--- src/hdl/monitor_defs.vh ---
// constants for the monitor acquisition control block
// assumes a 100 MHz system clock and plain Verilog-2005 tools
`ifndef MONITOR_DEFS_VH
`define MONITOR_DEFS_VH
// ------------------------------------------------------------
// register offsets (command byte values)
// ------------------------------------------------------------
`define REG_STATUS 4'h0
`define REG_CONTROL 4'h1
`define REG_TRIGGER 4'h2
`define REG_DATA_BASE 4'h4
`define REG_DATA_LAST 4'hF
// ------------------------------------------------------------
// control register fields and reset value
// ------------------------------------------------------------
`define CTRL_RESET 8'h00
`define CTRL_KELVIN 7
`define CTRL_REPEAT 6
`define CTRL_VCC_EN 5
`define CTRL_PAIR_B_HI 4
`define CTRL_PAIR_B_LO 3
`define CTRL_PAIR_A_HI 2
`define CTRL_PAIR_A_LO 1
// pair modes
`define PAIR_OFF 2'h0
`define PAIR_SINGLE 2'h1
`define PAIR_DIFF 2'h2
`define PAIR_TEMP 2'h3
// ------------------------------------------------------------
// acquisition steps, in fixed order
// ------------------------------------------------------------
`define STEP_DIE 3'h0
`define STEP_FIRST 3'h1
`define STEP_SECOND 3'h2
`define STEP_THIRD 3'h3
`define STEP_FOURTH 3'h4
`define STEP_VCC 3'h5
`define NUM_SLOTS 6
// ------------------------------------------------------------
// data format and timing
// ------------------------------------------------------------
`define DATA_RESET 15'h0000
`define TEMP_MASK 15'h1FFF
`define CELSIUS_OFFSET 15'h1112
`define STATUS_BUSY 6
`define CONV_TIME_NS 1500000
`define CLK_PERIOD_NS 10
// slave address upper bits; arbitrary value
`define SLAVE_BASE 5'h0B
`endif

--- src/hdl/monitor_acquisition_control.v ---
// acquisition sequencer, register file and two-wire slave of the monitor
// assumes converter and supply detector outputs; bus pins are raw levels
//
// How it works
// steps run die temp, first, second, third, fourth input, then supply
// control mode bits pick multiplexer inputs and measurement kinds
// voltage/current go straight to data; temperature is processed first
// current and temperature on a pair use differential sampling
// two address pins pick one of four slave addresses
// bus traffic ignored while supply is low
// supply low holds control and data registers at zero
// power-on reset clears control and every data register
// bus runs up to 400 kbit/s; bench master runs faster, one bit per 16 clocks (160 ns)
// write to trigger register starts a single or repeated run
// each data register flags fresh data; a read clears it
// remote diode uses two conversions at different bias currents
// bias source on first or third input during remote temperature
// termination on second or fourth input during remote temperature
// each conversion takes 1.5 ms before its result is taken
// temperature is 13 bits, sixteenth-degree steps
// temperature may be coded in Kelvin instead of Celsius
// upper byte bit 7 is the fresh flag; status bit follows it, and is also cleared when a command byte points at that upper byte
// control bit 7 sets the format of all temperature results
// reset control measures die temperature only, inputs idle
// byte and word read and write commands are served
// repeated mode restarts after the supply step without new trigger
`default_nettype none
`include "monitor_defs.vh"
module monitor_acquisition_control #(
  parameter CONV_CYCLES = `CONV_TIME_NS / `CLK_PERIOD_NS,
  parameter CNT_W = 18
) (
  input wire clock_i,
  input wire rst_b_i,
  input wire scl_i,
  input wire sda_i,
  output wire sda_o,
  output wire sda_oe_o,
  input wire address_select_low_i,
  input wire address_select_high_i,
  input wire supply_low_detect_i,
  input wire [14:0] conv_data_i,
  output reg conv_start_o,
  output reg [2:0] conv_select_o,
  output reg conv_diff_o,
  output reg conv_bias_high_o,
  output reg bias_first_o,
  output reg bias_third_o,
  output reg term_second_o,
  output reg term_fourth_o,
  output wire busy_o,
  output wire [7:0] control_o
);
  localparam SQ_IDLE = 2'h0;
  localparam SQ_CHECK = 2'h1;
  localparam SQ_WAIT = 2'h2;
  localparam [CNT_W-1:0] CONV_LAST = CONV_CYCLES[CNT_W-1:0] - 1'b1;
  // ------------------------------------------------------------
  // synchronisers for outside levels
  // ------------------------------------------------------------
  reg uv_m_q, uv_q, al_m_q, al_q, ah_m_q, ah_q;
  always @(posedge clock_i or negedge rst_b_i) begin
    if (!rst_b_i) begin
      uv_m_q <= 1'b1;
      uv_q <= 1'b1;
      al_m_q <= 1'b0;
      al_q <= 1'b0;
      ah_m_q <= 1'b0;
      ah_q <= 1'b0;
    end else begin
      uv_m_q <= supply_low_detect_i;
      uv_q <= uv_m_q;
      al_m_q <= address_select_low_i;
      al_q <= al_m_q;
      ah_m_q <= address_select_high_i;
      ah_q <= ah_m_q;
    end
  end
  // ------------------------------------------------------------
  // decode functions
  // ------------------------------------------------------------
  function step_on;
    input [2:0] step;
    input [7:0] ctrl;
    begin
      case (step)
        `STEP_DIE: step_on = 1'b1;
        `STEP_FIRST: step_on = ctrl[`CTRL_PAIR_A_HI:`CTRL_PAIR_A_LO] != `PAIR_OFF;
        `STEP_SECOND: step_on = ctrl[`CTRL_PAIR_A_HI:`CTRL_PAIR_A_LO] == `PAIR_SINGLE;
        `STEP_THIRD: step_on = ctrl[`CTRL_PAIR_B_HI:`CTRL_PAIR_B_LO] != `PAIR_OFF;
        `STEP_FOURTH: step_on = ctrl[`CTRL_PAIR_B_HI:`CTRL_PAIR_B_LO] == `PAIR_SINGLE;
        `STEP_VCC: step_on = ctrl[`CTRL_VCC_EN];
        default: step_on = 1'b0;
      endcase
    end
  endfunction
  function [1:0] pair_mode;
    input [2:0] step;
    input [7:0] ctrl;
    begin
      if (step == `STEP_FIRST) begin
        pair_mode = ctrl[`CTRL_PAIR_A_HI:`CTRL_PAIR_A_LO];
      end else if (step == `STEP_THIRD) begin
        pair_mode = ctrl[`CTRL_PAIR_B_HI:`CTRL_PAIR_B_LO];
      end else begin
        pair_mode = `PAIR_OFF;
      end
    end
  endfunction
  function [2:0] slot_of;
    input [3:0] ptr;
    reg [3:0] rel;
    begin
      rel = ptr - `REG_DATA_BASE;
      slot_of = rel[3:1];
    end
  endfunction
  // ------------------------------------------------------------
  // bus slave
  // ------------------------------------------------------------
  wire wr_ev, cmd_ev, rd_ev;
  wire [7:0] wr_data;
  reg [7:0] rd_data;
  wire [6:0] slave_addr = {`SLAVE_BASE, ah_q, al_q};
  two_wire_slave u_slave (
    .clock_i(clock_i),
    .rst_b_i(rst_b_i),
    .enable_i(~uv_q),
    .scl_i(scl_i),
    .sda_i(sda_i),
    .address_i(slave_addr),
    .rd_data_i(rd_data),
    .sda_o(sda_o),
    .sda_oe_o(sda_oe_o),
    .wr_o(wr_ev),
    .cmd_o(cmd_ev),
    .wr_data_o(wr_data),
    .rd_o(rd_ev)
  );
  // ------------------------------------------------------------
  // registers and sequencer state
  // ------------------------------------------------------------
  reg [7:0] ctrl_q;
  reg [3:0] ptr_q;
  reg [14:0] data_q [0:`NUM_SLOTS-1];
  reg [`NUM_SLOTS-1:0] fresh_q, stat_q;
  reg trig_q;
  reg [1:0] sq_q;
  reg [2:0] step_q;
  reg phase_q;
  reg [CNT_W-1:0] cnt_q;
  reg [14:0] samp0_q;
  assign control_o = ctrl_q;
  assign busy_o = sq_q != SQ_IDLE;
  wire is_data = ptr_q >= `REG_DATA_BASE;
  wire [2:0] rd_slot = slot_of(ptr_q);
  wire [1:0] cur_mode = pair_mode(step_q, ctrl_q);
  wire remote_t = cur_mode == `PAIR_TEMP;
  wire is_temp = (step_q == `STEP_DIE) | remote_t;
  wire conv_end = (sq_q == SQ_WAIT) && (cnt_q == CONV_LAST);
  wire [14:0] kelvin = remote_t ? ((conv_data_i - samp0_q) & `TEMP_MASK)
                                : (conv_data_i & `TEMP_MASK);
  wire [14:0] t_out = ctrl_q[`CTRL_KELVIN] ? kelvin
                      : ((kelvin - `CELSIUS_OFFSET) & `TEMP_MASK);
  wire [14:0] result = is_temp ? t_out : conv_data_i;
  wire store = conv_end && !(remote_t && !phase_q);
  // ------------------------------------------------------------
  // read data mux
  // ------------------------------------------------------------
  always @* begin
    rd_data = 8'h00;
    if (ptr_q == `REG_STATUS) begin
      rd_data = {1'b0, busy_o, stat_q};
    end else if (ptr_q == `REG_CONTROL) begin
      rd_data = ctrl_q;
    end else if (is_data && !ptr_q[0]) begin
      rd_data = {fresh_q[rd_slot], data_q[rd_slot][14:8]};
    end else if (is_data) begin
      rd_data = data_q[rd_slot][7:0];
    end
  end
  // ------------------------------------------------------------
  // register file
  // ------------------------------------------------------------
  integer i;
  always @(posedge clock_i or negedge rst_b_i) begin
    if (!rst_b_i) begin
      ctrl_q <= `CTRL_RESET;
      ptr_q <= `REG_STATUS;
      trig_q <= 1'b0;
      fresh_q <= {`NUM_SLOTS{1'b0}};
      stat_q <= {`NUM_SLOTS{1'b0}};
      for (i = 0; i < `NUM_SLOTS; i = i + 1) begin
        data_q[i] <= `DATA_RESET;
      end
    end else if (uv_q) begin
      ctrl_q <= `CTRL_RESET;
      ptr_q <= `REG_STATUS;
      trig_q <= 1'b0;
      fresh_q <= {`NUM_SLOTS{1'b0}};
      stat_q <= {`NUM_SLOTS{1'b0}};
      for (i = 0; i < `NUM_SLOTS; i = i + 1) begin
        data_q[i] <= `DATA_RESET;
      end
    end else begin
      trig_q <= 1'b0;

      if (wr_ev && cmd_ev) begin
        ptr_q <= wr_data[3:0];
        if (wr_data[3:0] >= `REG_DATA_BASE && !wr_data[0]) begin
          stat_q[slot_of(wr_data[3:0])] <= 1'b0;
        end
      end else if (wr_ev) begin
        ptr_q <= ptr_q + 4'h1;
        if (ptr_q == `REG_CONTROL) begin
          ctrl_q <= wr_data;
        end
        if (ptr_q == `REG_TRIGGER) begin
          trig_q <= 1'b1;
        end
      end else if (rd_ev) begin
        ptr_q <= ptr_q + 4'h1;
        if (is_data && !ptr_q[0]) begin
          fresh_q[rd_slot] <= 1'b0;
          stat_q[rd_slot] <= 1'b0;
        end
      end
      // new result wins over a clear in the same cycle
      if (store) begin
        data_q[step_q] <= result;
        fresh_q[step_q] <= 1'b1;
        stat_q[step_q] <= 1'b1;
      end
    end
  end
  // ------------------------------------------------------------
  // acquisition sequencer
  // ------------------------------------------------------------
  always @(posedge clock_i or negedge rst_b_i) begin
    if (!rst_b_i) begin
      sq_q <= SQ_IDLE;
      step_q <= `STEP_DIE;
      phase_q <= 1'b0;
      cnt_q <= {CNT_W{1'b0}};
      samp0_q <= `DATA_RESET;
      conv_start_o <= 1'b0;
    end else if (uv_q) begin
      sq_q <= SQ_IDLE;
      step_q <= `STEP_DIE;
      phase_q <= 1'b0;
      cnt_q <= {CNT_W{1'b0}};
      conv_start_o <= 1'b0;
    end else begin
      conv_start_o <= 1'b0;
      case (sq_q)
        SQ_IDLE: begin
          if (trig_q) begin
            step_q <= `STEP_DIE;
            sq_q <= SQ_CHECK;
          end
        end
        SQ_CHECK: begin
          if (step_on(step_q, ctrl_q)) begin
            conv_start_o <= 1'b1;
            phase_q <= 1'b0;
            cnt_q <= {CNT_W{1'b0}};
            sq_q <= SQ_WAIT;
          end else if (step_q == `STEP_VCC) begin
            step_q <= `STEP_DIE;
            sq_q <= ctrl_q[`CTRL_REPEAT] ? SQ_CHECK : SQ_IDLE;
          end else begin
            step_q <= step_q + 3'h1;
          end
        end
        SQ_WAIT: begin
          cnt_q <= cnt_q + {{(CNT_W-1){1'b0}}, 1'b1};
          if (conv_end && remote_t && !phase_q) begin
            samp0_q <= conv_data_i;
            phase_q <= 1'b1;
            cnt_q <= {CNT_W{1'b0}};
            conv_start_o <= 1'b1;
          end else if (conv_end) begin
            phase_q <= 1'b0;
            if (step_q == `STEP_VCC) begin
              step_q <= `STEP_DIE;
              sq_q <= ctrl_q[`CTRL_REPEAT] ? SQ_CHECK : SQ_IDLE;
            end else begin
              step_q <= step_q + 3'h1;
              sq_q <= SQ_CHECK;
            end
          end
        end
        default: begin
          sq_q <= SQ_IDLE;
        end
      endcase
    end
  end
  // ------------------------------------------------------------
  // multiplexer, bias and termination drive
  // ------------------------------------------------------------
  always @(posedge clock_i or negedge rst_b_i) begin
    if (!rst_b_i) begin
      conv_select_o <= `STEP_DIE;
      conv_diff_o <= 1'b0;
      conv_bias_high_o <= 1'b0;
      bias_first_o <= 1'b0;
      bias_third_o <= 1'b0;
      term_second_o <= 1'b0;
      term_fourth_o <= 1'b0;
    end else begin
      conv_select_o <= step_q;
      conv_diff_o <= (sq_q == SQ_WAIT) && cur_mode[1];
      conv_bias_high_o <= (sq_q == SQ_WAIT) && remote_t && phase_q;
      bias_first_o <= (sq_q == SQ_WAIT) && remote_t && step_q == `STEP_FIRST;
      bias_third_o <= (sq_q == SQ_WAIT) && remote_t && step_q == `STEP_THIRD;
      term_second_o <= (sq_q == SQ_WAIT) && remote_t && step_q == `STEP_FIRST;
      term_fourth_o <= (sq_q == SQ_WAIT) && remote_t && step_q == `STEP_THIRD;
    end
  end
endmodule // monitor_acquisition_control
`default_nettype wire

--- src/hdl/two_wire_slave.v ---
// byte-level two-wire bus slave: address match, command and data bytes
// assumes raw scl/sda pin levels; syncs them to clock_i itself
`default_nettype none
module two_wire_slave (
  input wire clock_i,
  input wire rst_b_i,
  input wire enable_i,
  input wire scl_i,
  input wire sda_i,
  input wire [6:0] address_i,
  input wire [7:0] rd_data_i,
  output wire sda_o,
  output reg sda_oe_o,
  output reg wr_o,
  output reg cmd_o,
  output reg [7:0] wr_data_o,
  output reg rd_o
);
  localparam ST_IDLE = 3'h0;
  localparam ST_ADDR = 3'h1;
  localparam ST_ACK_A = 3'h2;
  localparam ST_WRITE = 3'h3;
  localparam ST_ACK_W = 3'h4;
  localparam ST_READ = 3'h5;
  localparam ST_MACK = 3'h6;
  localparam ST_RNEXT = 3'h7;
  // ------------------------------------------------------------
  // pin synchronisers and edge detect
  // ------------------------------------------------------------
  reg scl_m_q, scl_s_q, scl_p_q, sda_m_q, sda_s_q, sda_p_q;
  reg [2:0] st_q;
  reg [3:0] cnt_q;
  reg [7:0] sh_q;
  reg rw_q, first_q;
  wire scl_rise = scl_s_q & ~scl_p_q;
  wire scl_fall = ~scl_s_q & scl_p_q;
  wire start = scl_s_q & scl_p_q & sda_p_q & ~sda_s_q;
  wire stop = scl_s_q & scl_p_q & ~sda_p_q & sda_s_q;
  wire load = scl_fall & (((st_q == ST_ACK_A) & rw_q) | (st_q == ST_RNEXT));
  assign sda_o = 1'b0;
  always @(posedge clock_i or negedge rst_b_i) begin
    if (!rst_b_i) begin
      scl_m_q <= 1'b1;
      scl_s_q <= 1'b1;
      scl_p_q <= 1'b1;
      sda_m_q <= 1'b1;
      sda_s_q <= 1'b1;
      sda_p_q <= 1'b1;
    end else begin
      scl_m_q <= scl_i;
      scl_s_q <= scl_m_q;
      scl_p_q <= scl_s_q;
      sda_m_q <= sda_i;
      sda_s_q <= sda_m_q;
      sda_p_q <= sda_s_q;
    end
  end
  // ------------------------------------------------------------
  // protocol engine
  // ------------------------------------------------------------
  always @(posedge clock_i or negedge rst_b_i) begin
    if (!rst_b_i) begin
      st_q <= ST_IDLE;
      cnt_q <= 4'h0;
      sh_q <= 8'h00;
      rw_q <= 1'b0;
      first_q <= 1'b0;
      sda_oe_o <= 1'b0;
      wr_o <= 1'b0;
      cmd_o <= 1'b0;
      wr_data_o <= 8'h00;
      rd_o <= 1'b0;
    end else begin
      wr_o <= 1'b0;
      rd_o <= load;
      if (!enable_i || stop) begin
        st_q <= ST_IDLE;
        sda_oe_o <= 1'b0;
      end else if (start) begin
        st_q <= ST_ADDR;
        cnt_q <= 4'h0;
        sda_oe_o <= 1'b0;
      end else if (load) begin
        st_q <= ST_READ;
        sh_q <= rd_data_i;
        cnt_q <= 4'h0;
        sda_oe_o <= ~rd_data_i[7];
      end else begin
        case (st_q)
          ST_ADDR, ST_WRITE: begin
            if (scl_rise) begin
              sh_q <= {sh_q[6:0], sda_s_q};
              cnt_q <= cnt_q + 4'h1;
            end else if (scl_fall && cnt_q == 4'h8) begin
              if (st_q == ST_WRITE) begin
                wr_o <= 1'b1;
                cmd_o <= first_q;
                wr_data_o <= sh_q;
                first_q <= 1'b0;
                sda_oe_o <= 1'b1;
                st_q <= ST_ACK_W;
              end else if (sh_q[7:1] == address_i) begin
                rw_q <= sh_q[0];
                first_q <= ~sh_q[0];
                sda_oe_o <= 1'b1;
                st_q <= ST_ACK_A;
              end else begin
                st_q <= ST_IDLE;
              end
            end
          end
          ST_ACK_A, ST_ACK_W: begin
            if (scl_fall) begin
              sda_oe_o <= 1'b0;
              cnt_q <= 4'h0;
              st_q <= ST_WRITE;
            end
          end
          ST_READ: begin
            if (scl_rise) begin
              cnt_q <= cnt_q + 4'h1;
            end else if (scl_fall) begin
              if (cnt_q == 4'h8) begin
                sda_oe_o <= 1'b0;
                st_q <= ST_MACK;
              end else begin
                sh_q <= {sh_q[6:0], 1'b0};
                sda_oe_o <= ~sh_q[6];
              end
            end
          end
          ST_MACK: begin
            if (scl_rise) begin
              st_q <= sda_s_q ? ST_IDLE : ST_RNEXT;
            end
          end
          ST_RNEXT: begin
            st_q <= ST_RNEXT;
          end
          default: begin
            st_q <= ST_IDLE;
          end
        endcase
      end
    end
  end
endmodule // two_wire_slave
`default_nettype wire
--- config.mk ---
export PLATFORM = sky130hd
export DESIGN_NAME = monitor_acquisition_control
export DESIGN_NICKNAME = d
export VERILOG_FILES = /design/src/hdl/monitor_acquisition_control.v /design/src/hdl/two_wire_slave.v
export VERILOG_INCLUDE_DIRS = /design/src /design/src/hdl
export SDC_FILE = /design/constraint.sdc
export NUM_CORES = 1
export LEC_CHECK = 0
export BUFFER_PORTS_ARGS = -buffer_cell sky130_fd_sc_hd__buf_4
export CORE_AREA = 2 2 176 212
export CTS_CLUSTER_DIAMETER = 150
export CTS_CLUSTER_SIZE = 30
export DETAILED_ROUTE_END_ITERATION = 7
export DIE_AREA = 0 0 178 214
export PLACE_DENSITY = 0.43
export SYNTH_ARGS = -nofsm -noshare
export SYNTH_HDL_FRONTEND = slang
export SYNTH_SLANG_ARGS = --single-unit
--- constraint.sdc ---
create_clock -name clock_i -period 4.5 [get_ports clock_i]
set_input_delay 0.675 -clock clock_i [delete_from_list [all_inputs] [get_ports clock_i]]
set_output_delay 0.675 -clock clock_i [all_outputs]
set_load 0.03 [all_outputs]
Yosys cells after proc, flatten, opt, wreduce, memory -nomap -nowiden
Cells that the tools add are included.
{"block": "word_totals", "output_inout_bits": 21, "input_bits": 22, "regBits": 201, "word_cells": 325}
{"block": "classes", "mux": 130, "bitwise": 33, "add_sub_neg": 8, "order_cmp": 11, "reduce_logical": 55, "eq_ne": 44}
{"op": "$mux 90", "count": 2}
{"op": "$mux 8", "count": 13}
{"op": "$bwmux 90", "count": 1}
{"op": "$mux 6", "count": 15}
{"op": "$mux 15", "count": 4}
{"op": "$mux 18", "count": 3}
{"op": "$mux 3", "count": 18}
{"op": "$bmux 15 s3", "count": 1}
{"op": "$demux 15 s3", "count": 1}
{"op": "$mux 1", "count": 39}
{"op": "$pmux 18 s2", "count": 1}
{"op": "$reduce_and 7->1", "count": 5}
{"op": "$mux 4", "count": 8}
{"op": "$mux 13", "count": 2}
{"op": "$ne 5x1->1 const B", "count": 5}
{"op": "$add 18x1->18 const B", "count": 1}
{"op": "$and 6x6->6", "count": 3}
{"op": "$eq 18x18->1 const B", "count": 1}
{"op": "$eq 3x3->1 const B", "count": 6}
{"op": "$logic_and 1x1->1", "count": 18}
{"op": "$mux 2", "count": 9}
{"op": "$ne 3x3->1 const B", "count": 6}
{"op": "$pmux 8 s2", "count": 1}
{"op": "$pmux 3 s5", "count": 1}
{"op": "56 further kinds", "count": 117}

Logic depth before layout (Yosys ltp)
{"block": "depth", "word_depth": 15, "depth_mapped": 17, "ltp_nobuf": 14}

Cells and area by module
Synthesis repeated with hierarchy kept, for this count alone.
{"block": "unflattened", "cells_unflattened": 1242, "area_unflattened_um2": 11491.0}
{"mod": "monitor_acquisition_control", "seq_area_each_um2": 4156.5, "instances": 1, "cells_each": 1065, "area_each_um2": 9557.9}
{"mod": "two_wire_slave", "seq_area_each_um2": 883.3, "instances": 1, "cells_each": 177, "area_each_um2": 1933.1}

Least setup slack after synthesis
Ideal clock, no wire load.
{"block": "synth_timing", "path_kind": "register to register", "startpoint": "register step_q[1]", "endpoint": "register data_q[11] (netlist name)", "required_time_ps": 4406, "path_buffers": 3, "setup_ps": 94, "stages_incl_launch_ff": 17, "t_arrival_ps": 3304, "path_slack_ps": 1102, "period_less_slack_ps": 3398, "path_cell_list": "dfrtp_1 > clkbuf_1 > and2_1 > ha_1 > nand3_1 > mux2_4 > buf_6 > buf_2 > a21oi_1 > ha_1 > o211ai_1 > a21o_1 > o32a_2 > nor2_2 > xnor2_2 > mux2i_4 > a211oi_1"}
{"block": "synth_between", "elab_chain_len": 11, "elab_cells_between_ends": 24, "classes_between": "add/sub (1); order compare (2); eq/ne (3); mux (10); bitwise (2); reduce/logical (6)"}
{"element": "from (decl)", "line": "monitor_acquisition_control.v:149", "rtl": "reg [2:0] step_q;"}
{"element": "from (signal assigned)", "line": "monitor_acquisition_control.v:242", "rtl": "step_q <= `STEP_DIE;"}
{"element": "from (signal assigned)", "line": "monitor_acquisition_control.v:249", "rtl": "step_q <= `STEP_DIE;"}
{"element": "from (signal assigned)", "line": "monitor_acquisition_control.v:258", "rtl": "step_q <= `STEP_DIE;"}
{"element": "$eq 3x2->1"}
{"element": "$mux 2", "line": "monitor_acquisition_control.v:103", "rtl": "end else if (step == `STEP_THIRD) begin"}
{"element": "$mux 2", "line": "monitor_acquisition_control.v:101", "rtl": "if (step == `STEP_FIRST) begin"}
{"element": "$eq 2x2->1 (no source line)"}
{"element": "$mux 13", "line": "monitor_acquisition_control.v:161", "rtl": "wire [14:0] kelvin = remote_t ? ((conv_data_i - samp0_q) & `TEMP_MASK)"}
{"element": "$sub 13x13->13 (no source line)"}
{"element": "$mux 13", "line": "monitor_acquisition_control.v:163", "rtl": "wire [14:0] t_out = ctrl_q[`CTRL_KELVIN] ? kelvin"}
{"element": "$mux 15", "line": "monitor_acquisition_control.v:165", "rtl": "wire [14:0] result = is_temp ? t_out : conv_data_i;"}
{"element": "$bwmux 90", "line": "monitor_acquisition_control.v:230", "rtl": "data_q[step_q] <= result;"}
{"element": "$mux 90", "line": "monitor_acquisition_control.v:229", "rtl": "if (store) begin"}
{"element": "$mux 90", "line": "monitor_acquisition_control.v:196", "rtl": "end else if (uv_q) begin"}
{"element": "to (signal, indexed assignment)", "line": "monitor_acquisition_control.v:194", "rtl": "data_q[i] <= `DATA_RESET;"}
{"element": "to (signal, indexed assignment)", "line": "monitor_acquisition_control.v:203", "rtl": "data_q[i] <= `DATA_RESET;"}
{"element": "to (signal, indexed assignment)", "line": "monitor_acquisition_control.v:230"}
{"element": "to (decl)", "line": "monitor_acquisition_control.v:145", "rtl": "reg [14:0] data_q [0:`NUM_SLOTS-1];"}
Several ways; a longest one is shown, not always the timed one. The select of a mux whose other input is x is not followed.
A chain may end at the register's enable or synchronous reset.

Worst setup path in the final report
{"block": "layout_timing", "startpoint": "register step_q[1]", "endpoint": "register data_q[69] (netlist name)"}
The elaborated chain is that of the path after synthesis.

==> run metrics <==
CP cell instances and2_1 -> ha_1 -> nand3_1 -> mux2i_2 -> nand2_1 -> o21ai_0 -> ha_1 -> o211ai_1 -> a21o_1 -> o32a_2 -> xnor2_1 -> mux2i_1 -> nand2_1 -> a21oi_1; Hold Path Class in -> async; number of enable flip-flop cells after synthesis 0; number of diodes 0; vias in the first global route 8910; Final Slew Violations 0; fin util 33.90%; endpoints failing hold 0; GRT Overall Usage 17.39%; outcome completed; Finished Layout Cells 1691; RSZ-0062 raised after global routing no; Synth area leaders dfrtp_1, nand2_1, mux4_2; Yosys warning count 0; Reg2Reg Setup Slack 0.69 ns; root buffer cell clkbuf_16; pre-CTS setup slack 0.6568 ns; area share of the largest cell type after synthesis 43.74%; Final min period 3.808 ns; max_cap viols 0; final wirelength 32.23 mm; Die Height 214 um; first-pass GRT wire length 52.64 mm; clock buffer depth 3; cell taking the most area after synthesis dfrtp_1; logic gate share of total power 19.6%; TNS Setup 0 ns; CTS clk-pin slew, worst paths 0.13 ns; CTS buffer count 10; share of synthesized registers carrying an async set or reset 100.0%; DP HPWL 22.47 mm; routed vias 8731; FMAX 262.6 MHz; sequential power share 50.9%; drt drc 0; unique cell type count in the Yosys netlist 82; crit share post-route 84.63%; CP top delay family compound AO/OA/AOI/OAI gates; worst path bufs/invs 0; Synth top cells by count nand2_1, dfrtp_1, nor2_1; Clock Sinks 201; setup bufs post-CTS 0; Worst Skew 0.02929 ns; CTS tree built; net switching power 1.188 mW; Final #Nets 1272; cts repair resizes 0; depth of the most critical reg-to-reg path 14; Mapped Cells 1213; critical path peak fanout 13; setup slack after layout 0.6918 ns; core footprint 0.03585 mm2; FF-to-FF End data_q[69]$_DFFE_PN0P_; Worst Setup End Kind flop; Iter 0 DRT Violations 519; Crit path arrival time 4.24 ns; placed insts 1676; Die W 178 um; layout cells sized above 1 12.02%; number of synthesized register bits 201; Area growth syn-to-layout 10.06%; Worst Tran Pin Value 1.045 ns; Pre-antenna DRT Iters 5; WP data required 4.93 ns; slowest stage cell, crit path dfrtp_1; # rows 76; Starting Density 30.80%; cell-internal power 2.525 mW; Port-buffer cells 41; Synth Cell Area 0.01104 mm2; PD cells 305.6 mW/mm2; Final Wtd Congestion 0.7888; Via-to-Cell Ratio 5.163; Syn Nets 1265; grt total ovfl 0; antenna-violating nets left 0; final setup fails 0; Peak supply drop 200.1 uV; Worst setup SP type flop; cell with the most instances after synthesis nand2_1; WL per Instance 19.06 um; Clock Power Share 29.5%; max_slew headroom 30.19%; post-synthesis sequential area ratio 45.64%; Skew-Pair Late Insertion Delay 0.50 ns; largest net degree at the start of global routing 118; H-tree Lvls 1; die area 0.03809 mm2; Mean Syn Cell Area 9.103 um2; Post-CTS Hold Buffers 0; initial antenna violation count 1; Synth Flop Type dfrtp_1; static leakage 5.118 nW; Setup CP Type reg -> reg; origin of the critical flop-to-flop path step_q[1]$_DFFE_PN0P_; Switching Share 32.00%; IO Pins 43; CP max stage delay 0.62 ns
## metal layers
metal | track usage, % | wire, um | vias up
li1 | - | - | 4269
met1 | 24.84 | 15040 | 4326
met2 | 29.20 | 15990 | 119
met3 | 1.349 | 875 | 17
met4 | 2.732 | 315 | 0
met5 | 0 | 0 | -
## logic make-up (layout without fill, tap and decap cells)
kind of cell,Yosys count,after routing,share of synthesized area [%]
adders and majority gates,30,30,3.467
and+or+nand+nor,492,492,19.90
xor gates and xnor gates,21,21,1.802
other,1,1,0.03396
muxes,51,51,7.649
DFF,201,201,45.64
buffers and inverters,107,117,3.898
AOI/OAI and AO/OA,310,310,17.61
## layout by cell type, fill, tap and decap left out, types with 9 or more instances in the layout
| cell type | n |
|---|---|
| nand2b_1 | 12 |
| dfrtp_1 | 192 |
| buf_4 | 63 |
| nand3_1 | 21 |
| a31oi_1 | 9 |
| nand2_1 | 240 |
| o21ai_0 | 89 |
| o31ai_1 | 9 |
| mux2_2 | 13 |
| xor2_1 | 11 |
| mux4_2 | 24 |
| clkbuf_16 | 11 |
| a21o_1 | 10 |
| nor3_1 | 28 |
| a211oi_1 | 39 |
| ha_1 | 29 |
| nor2_1 | 111 |
| mux2i_1 | 11 |
| inv_1 | 36 |
| and3_1 | 18 |
| a21oi_1 | 94 |
| nor2b_1 | 11 |
## flip-flops by register name, summed over array words and instances, names as in the netlist, 4 cells and up
register / count
data_q: 90
u_slave.cnt_q: 4
u_slave.wr_data_o: 8
control_o: 8
u_slave.sh_q: 8
samp0_q: 13
fresh_q: 6
ptr_q: 4
stat_q: 6
cnt_q: 18
## worst max-delay path by stage
stage                                      from                endpoint  slack (ns)  cells after the start
after floorplan           step_q[1]$_DFFE_PN0P_  data_q[11]$_DFFE_PN0P_        1.10                     16
after global placement           conv_data_i[0]  data_q[57]$_DFFE_PN0P_        0.68                     14
after detailed placement         conv_data_i[0]  data_q[57]$_DFFE_PN0P_        0.66                     14
after CTS                 step_q[1]$_DFFE_PN0P_  data_q[24]$_DFFE_PN0P_        0.66                     14
after global routing      step_q[1]$_DFFE_PN0P_  data_q[57]$_DFFE_PN0P_        0.38                     12
final                     step_q[1]$_DFFE_PN0P_  data_q[69]$_DFFE_PN0P_        0.69                     14
## stage by stage
step / instance area (um2) / power (mW) / hold WS, ns
global placement: 11860 / 2.667 / 0.3365
detailed placement: 11860 / 2.663 / 0.3468
floorplan: 11040 / 2.386 / 0.3312
global route: 12150 / 3.922 / 0.2474
finish: 12150 / 3.713 / 0.1976
CTS: 12150 / 3.779 / 0.2522
## power by group through the flow
stage | Clock [mW] | Sequential [mW] | Combinational (mW)
finish | 1.10 | 1.89 | 0.726
global route | 1.21 | 1.90 | 0.811
CTS | 1.15 | 1.89 | 0.739
detailed placement | 0 | 1.93 | 0.738
global placement | 0 | 1.93 | 0.740
floorplan | 0 | 1.91 | 0.476
## layout make-up
type                    count  area, um2
flip-flops and latches    201       5045
multi-input cells         905       5578
inverters                  37      138.9
clock inverters             1      11.26
clock buffers              14      286.5
fillers                  3678      23700
repair buffers             65      508.0
well taps                 468      585.6
Power figures use the tool's default switching activity.
